--- src/verilog/split_timer_pkg.sv ---
package split_timer_pkg;

	// Register select codes on the peripheral bus
	localparam logic [2:0] SEL_CONTROL    = 3'h0;
	localparam logic [2:0] SEL_STATUS     = 3'h1;
	localparam logic [2:0] SEL_CNT_UPPER  = 3'h2;
	localparam logic [2:0] SEL_CNT_LOWER  = 3'h3;
	localparam logic [2:0] SEL_CMP_UPPER  = 3'h4;
	localparam logic [2:0] SEL_CMP_LOWER  = 3'h5;
	localparam logic [2:0] SEL_CLOCK_STOP = 3'h6;

	// timer_ctrl_status bit positions
	localparam int UP_OVF_BIT    = 7;
	localparam int UP_MATCH_BIT  = 6;
	localparam int UP_OVF_IE_BIT = 5;
	localparam int UP_CLR_BIT    = 4;
	localparam int LO_OVF_BIT    = 3;
	localparam int LO_MATCH_BIT  = 2;
	localparam int LO_OVF_IE_BIT = 1;
	localparam int LO_CLR_BIT    = 0;
	localparam logic [7:0] FLAG_MASK = 8'hcc;

	// timer_control bit positions
	localparam int UPPER_LEVEL_BIT = 7;
	localparam int SPLIT_BIT       = 6;
	localparam int UPPER_CKS_HI    = 5;
	localparam int UPPER_CKS_LO    = 4;
	localparam int LOWER_LEVEL_BIT = 3;
	localparam int LOWER_SRC_BIT   = 2;
	localparam int LOWER_CKS_HI    = 1;
	localparam int LOWER_CKS_LO    = 0;

	// module_clock_stop_1
	localparam int STANDBY_BIT = 2;

	// Reset values, all-ones byte and unmapped read value
	localparam logic [7:0]  STATUS_RESET  = 8'h00;
	localparam logic [7:0]  CONTROL_RESET = 8'h00;
	localparam logic [7:0]  CKSTOP_RESET  = 8'hff;
	localparam logic [15:0] COUNT_RESET   = 16'h0000;
	localparam logic [15:0] COMPARE_RESET = 16'hffff;
	localparam logic [7:0]  BYTE_ALL_ONES = 8'hff;
	localparam logic [7:0]  UNMAPPED_READ = 8'h00;

	// Prescaler terminal counts
	localparam logic [4:0] DIV32_LAST = 5'h1f;
	localparam logic [3:0] DIV16_LAST = 4'hf;
	localparam logic [1:0] DIV4_LAST  = 2'h3;

	// Clock select codes
	localparam logic [1:0] CKS_DIV32 = 2'h0;
	localparam logic [1:0] CKS_DIV16 = 2'h1;
	localparam logic [1:0] CKS_DIV4  = 2'h2;
	localparam logic [1:0] CKS_SUB4  = 2'h3;

	typedef struct packed {
		logic       rd;
		logic       wr;
		logic [2:0] sel;
		logic [7:0] wdata;
	} cpu_req_t;

endpackage

--- src/verilog/split_timer.sv ---
`timescale 1ns/1ps

module split_timer
	import split_timer_pkg::*;
(
	input  wire logic     clock,
	input  wire logic     rst,
	input  wire cpu_req_t cpu_req,
	output logic [7:0]    cpu_rdata,
	input  wire logic     event_input_pin,
	input  wire logic     event_edge_select,
	input  wire logic     subclock_tick,
	input  wire logic     upper_irq_ctrl_enable,
	input  wire logic     lower_irq_ctrl_enable,
	output logic          upper_toggle_pin,
	output logic          lower_toggle_pin,
	output logic          upper_irq_req,
	output logic          lower_irq_req
);

	logic [7:0] status_q, status_d;
	logic [7:0] armed_q,  armed_d;
	logic [7:0] control_q, control_d;
	logic [7:0] ckstop_q, ckstop_d;
	logic [7:0] upper_counter_q, upper_counter_d;
	logic [7:0] lower_counter_q, lower_counter_d;
	logic [7:0] upper_compare_q, upper_compare_d;
	logic [7:0] lower_compare_q, lower_compare_d;
	logic [7:0] stage_q, stage_d;
	logic [7:0] rdata_q, rdata_d;
	logic [4:0] div_q, div_d;
	logic [1:0] sub_div_q, sub_div_d;
	logic       ev_prev_q, ev_prev_d;
	logic       upin_q, upin_d;
	logic       lpin_q, lpin_d;

	logic       tick32, tick16, tick4, tick_sub;
	logic       run, split, ev_edge;
	logic       tick_l, tick_h, lo_wrap;
	logic       match16, match_l, match_h;
	logic       clr_whole, clr_l, clr_h;
	logic       ovf_l, ovf_h;
	logic       wr_status, wr_cnt_hi, wr_cnt_lo;
	logic [7:0] set_bits, clr_bits;

	function automatic logic pick_tick(input logic [1:0] cks, input logic t32,
		input logic t16, input logic t4, input logic tsub);
		logic t;
		unique case (cks)
			CKS_DIV32: t = t32;
			CKS_DIV16: t = t16;
			CKS_DIV4:  t = t4;
			CKS_SUB4:  t = tsub;
		endcase
		return t;
	endfunction

	// Byte helpers shared by both halves
	function automatic logic at_top(input logic [7:0] value);
		return value == BYTE_ALL_ONES;
	endfunction

	function automatic logic [7:0] bump(input logic [7:0] value);
		return value + 8'h01;
	endfunction

	// Request level: control enable and (match, or overflow when its enable is set)
	function automatic logic irq_level(input logic ctrl_en, input logic match_flag,
		input logic ovf_en, input logic ovf_flag);
		return ctrl_en & (match_flag | (ovf_en & ovf_flag));
	endfunction

	// Prescaler and event edge
	always_comb begin
		div_d     = div_q + 5'h01;
		sub_div_d = sub_div_q + {1'b0, subclock_tick};
		ev_prev_d = event_input_pin;
		tick32    = (div_q == DIV32_LAST);
		tick16    = (div_q[3:0] == DIV16_LAST);
		tick4     = (div_q[1:0] == DIV4_LAST);
		tick_sub  = subclock_tick & (sub_div_q == DIV4_LAST);
		// Input held one clock is seen by the previous-sample compare
		ev_edge   = event_edge_select ? (event_input_pin & ~ev_prev_q)
			: (~event_input_pin & ev_prev_q);
	end

	// Prescaler and edge sampler registers
	always_ff @(posedge clock) begin
		if (rst) begin
			div_q     <= '0;
			sub_div_q <= '0;
			ev_prev_q <= 1'b0;
		end else begin
			div_q     <= div_d;
			sub_div_q <= sub_div_d;
			ev_prev_q <= ev_prev_d;
		end
	end

	// Counting, match and overflow events
	always_comb begin
		run     = ckstop_q[STANDBY_BIT];
		split   = control_q[SPLIT_BIT];
		tick_l  = run & (control_q[LOWER_SRC_BIT]
			? pick_tick(control_q[LOWER_CKS_HI:LOWER_CKS_LO], tick32, tick16, tick4, tick_sub)
			: ev_edge);
		lo_wrap = tick_l & at_top(lower_counter_q);
		tick_h  = split
			? run & pick_tick(control_q[UPPER_CKS_HI:UPPER_CKS_LO], tick32, tick16, tick4,
				tick_sub)
			: lo_wrap;
		match16 = tick_l & ({upper_counter_q, lower_counter_q}
			== {upper_compare_q, lower_compare_q});
		match_l = tick_l & (lower_counter_q == lower_compare_q);
		match_h = split ? (tick_h & (upper_counter_q == upper_compare_q)) : match16;
		clr_whole = ~split & match16 & status_q[UP_CLR_BIT];
		clr_h     = split & match_h & status_q[UP_CLR_BIT];
		clr_l     = split & match_l & status_q[LO_CLR_BIT];
		wr_status = cpu_req.wr & (cpu_req.sel == SEL_STATUS);
		wr_cnt_hi = cpu_req.wr & (cpu_req.sel == SEL_CNT_UPPER);
		wr_cnt_lo = cpu_req.wr & (cpu_req.sel == SEL_CNT_LOWER);
		// A counter write in the same cycle cancels the overflow
		ovf_l = lo_wrap & ~clr_l & ~clr_whole & ~wr_cnt_lo;
		ovf_h = split
			? (tick_h & at_top(upper_counter_q) & ~clr_h
				& ~wr_cnt_hi)
			: (lo_wrap & at_top(upper_counter_q) & ~clr_whole
				& ~wr_cnt_lo);
		set_bits = '0;
		set_bits[UP_OVF_BIT]   = ovf_h;
		set_bits[UP_MATCH_BIT] = match_h;
		set_bits[LO_OVF_BIT]   = ovf_l;
		set_bits[LO_MATCH_BIT] = match_l;
	end

	// Register file, counters and pins
	always_comb begin
		status_d        = status_q;
		armed_d         = armed_q;
		control_d       = control_q;
		ckstop_d        = ckstop_q;
		upper_compare_d = upper_compare_q;
		lower_compare_d = lower_compare_q;
		stage_d         = stage_q;
		rdata_d         = rdata_q;
		upin_d          = upin_q;
		lpin_d          = lpin_q;
		clr_bits        = '0;

		lower_counter_d = lower_counter_q;
		if (clr_whole || clr_l) begin
			lower_counter_d = '0;
		end else if (tick_l) begin
			lower_counter_d = bump(lower_counter_q);
		end
		upper_counter_d = upper_counter_q;
		if (clr_whole || clr_h) begin
			upper_counter_d = '0;
		end else if (tick_h) begin
			upper_counter_d = bump(upper_counter_q);
		end

		if (match_h) begin
			upin_d = ~upin_q;
		end
		if (match_l) begin
			lpin_d = ~lpin_q;
		end

		if (cpu_req.rd) begin
			unique case (cpu_req.sel)
				SEL_CONTROL:    rdata_d = control_q;
				SEL_STATUS: begin
					rdata_d = status_q;
					armed_d = status_q & FLAG_MASK;
				end
				SEL_CNT_UPPER: begin
					rdata_d = upper_counter_q;
					if (!split) begin
						stage_d = lower_counter_q;
					end
				end
				SEL_CNT_LOWER:  rdata_d = split ? lower_counter_q : stage_q;
				SEL_CMP_UPPER:  rdata_d = upper_compare_q;
				SEL_CMP_LOWER:  rdata_d = lower_compare_q;
				SEL_CLOCK_STOP: rdata_d = ckstop_q;
				default:        rdata_d = UNMAPPED_READ;
			endcase
		end

		if (cpu_req.wr) begin
			unique case (cpu_req.sel)
				SEL_CONTROL: begin
					control_d = cpu_req.wdata;
					upin_d    = cpu_req.wdata[UPPER_LEVEL_BIT];
					lpin_d    = cpu_req.wdata[LOWER_LEVEL_BIT];
				end
				SEL_STATUS: begin
					clr_bits = armed_q & ~cpu_req.wdata & FLAG_MASK;
					armed_d  = armed_q & ~clr_bits;
					status_d = (cpu_req.wdata & ~FLAG_MASK)
						| (status_q & FLAG_MASK & ~clr_bits);
				end
				SEL_CNT_UPPER: begin
					if (split) begin
						upper_counter_d = cpu_req.wdata;
					end else begin
						stage_d = cpu_req.wdata;
					end
				end
				SEL_CNT_LOWER: begin
					lower_counter_d = cpu_req.wdata;
					if (!split) begin
						upper_counter_d = stage_q;
					end
				end
				SEL_CMP_UPPER: begin
					if (split) begin
						upper_compare_d = cpu_req.wdata;
					end else begin
						stage_d = cpu_req.wdata;
					end
				end
				SEL_CMP_LOWER: begin
					lower_compare_d = cpu_req.wdata;
					if (!split) begin
						upper_compare_d = stage_q;
					end
				end
				SEL_CLOCK_STOP: ckstop_d = cpu_req.wdata;
				default: begin
				end
			endcase
		end

		// Hardware set applied last so it wins over a clear
		status_d = status_d | set_bits;
	end

	always_ff @(posedge clock) begin
		if (rst) begin
			status_q        <= STATUS_RESET;
			armed_q         <= STATUS_RESET;
			control_q       <= CONTROL_RESET;
			ckstop_q        <= CKSTOP_RESET;
			upper_counter_q <= COUNT_RESET[15:8];
			lower_counter_q <= COUNT_RESET[7:0];
			upper_compare_q <= COMPARE_RESET[15:8];
			lower_compare_q <= COMPARE_RESET[7:0];
			stage_q         <= '0;
			rdata_q         <= '0;
			upin_q          <= 1'b0;
			lpin_q          <= 1'b0;
		end else begin
			status_q        <= status_d;
			armed_q         <= armed_d;
			control_q       <= control_d;
			ckstop_q        <= ckstop_d;
			upper_counter_q <= upper_counter_d;
			lower_counter_q <= lower_counter_d;
			upper_compare_q <= upper_compare_d;
			lower_compare_q <= lower_compare_d;
			stage_q         <= stage_d;
			rdata_q         <= rdata_d;
			upin_q          <= upin_d;
			lpin_q          <= lpin_d;
		end
	end

	assign cpu_rdata        = rdata_q;
	assign upper_toggle_pin = upin_q;
	assign lower_toggle_pin = lpin_q;
	assign upper_irq_req    = irq_level(upper_irq_ctrl_enable, status_q[UP_MATCH_BIT],
		status_q[UP_OVF_IE_BIT], status_q[UP_OVF_BIT]);
	assign lower_irq_req    = irq_level(lower_irq_ctrl_enable, status_q[LO_MATCH_BIT],
		status_q[LO_OVF_IE_BIT], status_q[LO_OVF_BIT]);

endmodule

--- config.mk ---
export PLATFORM = sky130hd
export DESIGN_NAME = split_timer
export DESIGN_NICKNAME = d
export VERILOG_FILES = /design/src/verilog/split_timer_pkg.sv /design/src/verilog/split_timer.sv
export SDC_FILE = /design/constraint.sdc
export NUM_CORES = 1
export LEC_CHECK = 0
export CAP_MARGIN = 20
export CORE_MARGIN = 10
export CORE_UTILIZATION = 58
export DETAILED_ROUTE_END_ITERATION = 8
export DONT_BUFFER_PORTS = 1
export GPL_ROUTABILITY_DRIVEN = 1
export GPL_TIMING_DRIVEN = 1
export PLACE_DENSITY_LB_ADDON = 0.2
export SLEW_MARGIN = 40
export SYNTH_ARGS = -nofsm -noshare
export SYNTH_HDL_FRONTEND = slang
export SYNTH_SLANG_ARGS = --single-unit
--- constraint.sdc ---
create_clock -name clock -period 2.3 [get_ports clock]
set_input_delay 0.69 -clock clock [delete_from_list [all_inputs] [get_ports clock]]
set_output_delay 0.69 -clock clock [all_outputs]
set_load 0.02 [all_outputs]
==> impl_metrics.ini <==
[status]
status = complete, no violations

[floorplanning]
dieArea_mm2 = 0.0123
initial_core_util = 0.589
die_h_um = 111
coreArea_mm2 = 0.00813
io_pins = 32
die_width_um = 111
rows = 33

[setup_path]
worstPathRequired_ns = 2.56
worstPathMaxFanout = 7
cp-start-kind = register
cp-end-kind = register
startpoint = div_q[0]$_SDFF_PP0_
timing.rr.start = div_q[0]$_SDFF_PP0_
arrival_ns = 2.51
critPathKind = reg -> reg

[synth]
synth_top_area_frac = 0.359
syn_inst = 591
synth-seq-area-share = 0.359
synthFlopType = dfxtp_1
synth-edff-count = 0
syn_nets = 616
yosys_warnings = 0
synthArstFlopShare = 0
ys_types = 61
yosysTopAreaCell = dfxtp_1
syn_area_mm2 = 0.00479
avgSynthCellArea_um2 = 8.11
synth_area_leaders = dfxtp_1, nand2_1, a21oi_1
ys_ff_latch = 86

[drt]
met2_length_um = 6460
met3_length_um = 1510
drt-met1-wl_um = 6000
maxUsedRoutingLayer = met4
drtPass1Iterations = 5
ant_nets = 0
via_count = 4479
wl_per_cell_um = 20.5
dr.first_iter.drc_count = 382
drt_wl_total_um = 14300
remaining_drc_errors = 0
via_per_inst = 6.42

[sta]
min_period_ns = 2.25
fin_hold_ws_ns = 0.385
tightestPinTransition_ns = 0.566
drv_slew = 0
hold_violations = 0
rsz0062_at_grt = true
timing.fmax_mhz = 444
fin_crit_sh = 0.979
setup_viol = 0
skew_ns = 0.0128
slew_headroom = 0.620

[place]
dp_hpwl_um = 10100
dpl_cell_area_mm2 = 0.00493
io_buffers = 0
gp_congestion = 0.982

[cts]
cts_buffers = 9
cts_tree = built
cts_max_level = 3
max-clock-path-buffers = 2
cts.sinks = 86
root_buffer = clkbuf_8
clkTransAtPathRegs_ns = 0.09
clk_latency_ns = 0.37

[final_layout]
diodes = 0
fillers = 729
layout.nets = 613
area_delta_synth_final_pct = 8.96
final_cell_mix = nand2_1, dfxtp_1, a21oi_1
final_area_mm2 = 0.00522
layout-drive-gt1-share = 0.132
fin_util = 0.642
multi_input_area_mm2 = 0.00291
final_common_cell = nand2_1
seq_area_mm2 = 0.00173

[pwr]
p_total_mw = 2.97
irDropWorstVdd_v = 0.000341
pwr_density_cell_mw_per_mm2 = 569
p_leak_nw = 1.92

[global_route]
grt_pass1_vias = 4107
grt_antenna_before_repair = 0
grt_max_degree = 84
track_usage = 0.224
grt.overflow.total = 0
grt_first_pass_wirelength_um = 22700

[flow_run]
drv_cap = 0

[hold_path]
hp-start = rst
hp-class = in -> reg
==> synthesized netlist by cell type (3+ instances only) <==
master	instances
nor2b_1	17
clkbuf_1	27
nand3b_1	17
inv_1	6
mux2_2	3
a22o_1	12
mux2i_1	21
a22oi_1	12
nand4_1	4
nor2_1	38
dfxtp_1	86
ha_1	5
o211ai_1	9
nor4_2	3
nand2b_1	8
xor2_1	24
a211oi_1	11
clkbuf_2	4
buf_2	8
a21oi_1	53
a211o_1	9
xnor2_1	10
buf_1	5
a32oi_1	3
and3_1	4
nand3_1	30
nand2_1	106
o21ai_0	15
==> through the flow <==
stage | setup slack (ns) | setup TNS [ns] | cells
4_1_cts | 0.0249 | 0 | 694
2_1_floorplan | 0.0997 | 0 | 591
6_report | 0.0483 | 0 | 698
3_5_place_dp | 0.0283 | 0 | 678
5_1_grt | -0.0184 | -0.0203 | 698
3_3_place_gp | 0.0951 | 0 | 678
==> timing repair <==
| item | 4_1_cts | 5_1_grt |
|---|---|---|
| gates resized for setup | 0 | 15 |
| hold buffers | 0 | 0 |
| endpoints found under the setup margin | 0 | 15 |
| setup buffers | 0 | 4 |
==> cell type report <==
class	instances	share of cell area
clock inverters	5	0.0113
flip-flops and latches	86	0.331
repair buffers	31	0.0453
clock buffers	11	0.0252
inverters	6	0.00431
multi-input cells	454	0.558
well taps	105	0.0252
==> final timing paths <==
kind | to | slack [ns] | cells past startpoint
max | upper_counter_q[0]$_SDFF_PP0_ | 0.05 | 13
max reg2reg | upper_counter_q[0]$_SDFF_PP0_ | 0.05 | 13
min reg2reg | div_q[0]$_SDFF_PP0_ | 0.44 | 1
min | div_q[0]$_SDFF_PP0_ | 0.39 | 1
==> routing by layer <==
metal	global-route usage	up-vias
met2	0.352	243
met1	0.294	2122
met3	0.0525	34
met4	0.0773	0
met5	0	-
li1	-	2080
==> worst max-delay path, cell delays in order, from the launching register on <==
cell      delay, ns
dfxtp_4        0.36
ha_4           0.16
nand3_2        0.06
inv_1          0.04
ha_2           0.16
mux2i_1        0.16
o22ai_2        0.15
buf_4          0.16
o211ai_4       0.31
nand2_2        0.10
buf_6          0.13
xor2_1         0.13
a22oi_1        0.16
nor2_1         0.05
==> registers in the layout, indices dropped and copies added (netlist names) <==
register,flops
ckstop_q,8
lower_toggle_pin,1
upper_counter_q,8
stage_q,8
cpu_rdata,8
armed_q,4
status_q,8
lower_compare_q,8
upper_toggle_pin,1
sub_div_q,2
control_q,8
ev_prev_q,1
lower_counter_q,8
div_q,5
upper_compare_q,8
==> logic make-up (layout without fill, tap and decap cells) <==
logic type,count (synthesis),after routing,synth area share
adder cells (fa/ha/maj),5,5,0.0131
XOR/XNOR,35,35,0.0656
AO/OA/AOI/OAI,145,145,0.205
multiplexers,27,27,0.0627
buffers and inverters,51,53,0.0447
flip-flops,86,86,0.359
AND/OR/NAND/NOR,242,242,0.250
==> report_power, final <==
group	switching, mW	leakage, nW	internal [mW]
clock	0.576	0.0899	0.506
sequential	0.0702	0.701	1.54
combinational	0.145	1.13	0.131
total	0.791	1.92	2.18
(Power assumes the default switching activity.)
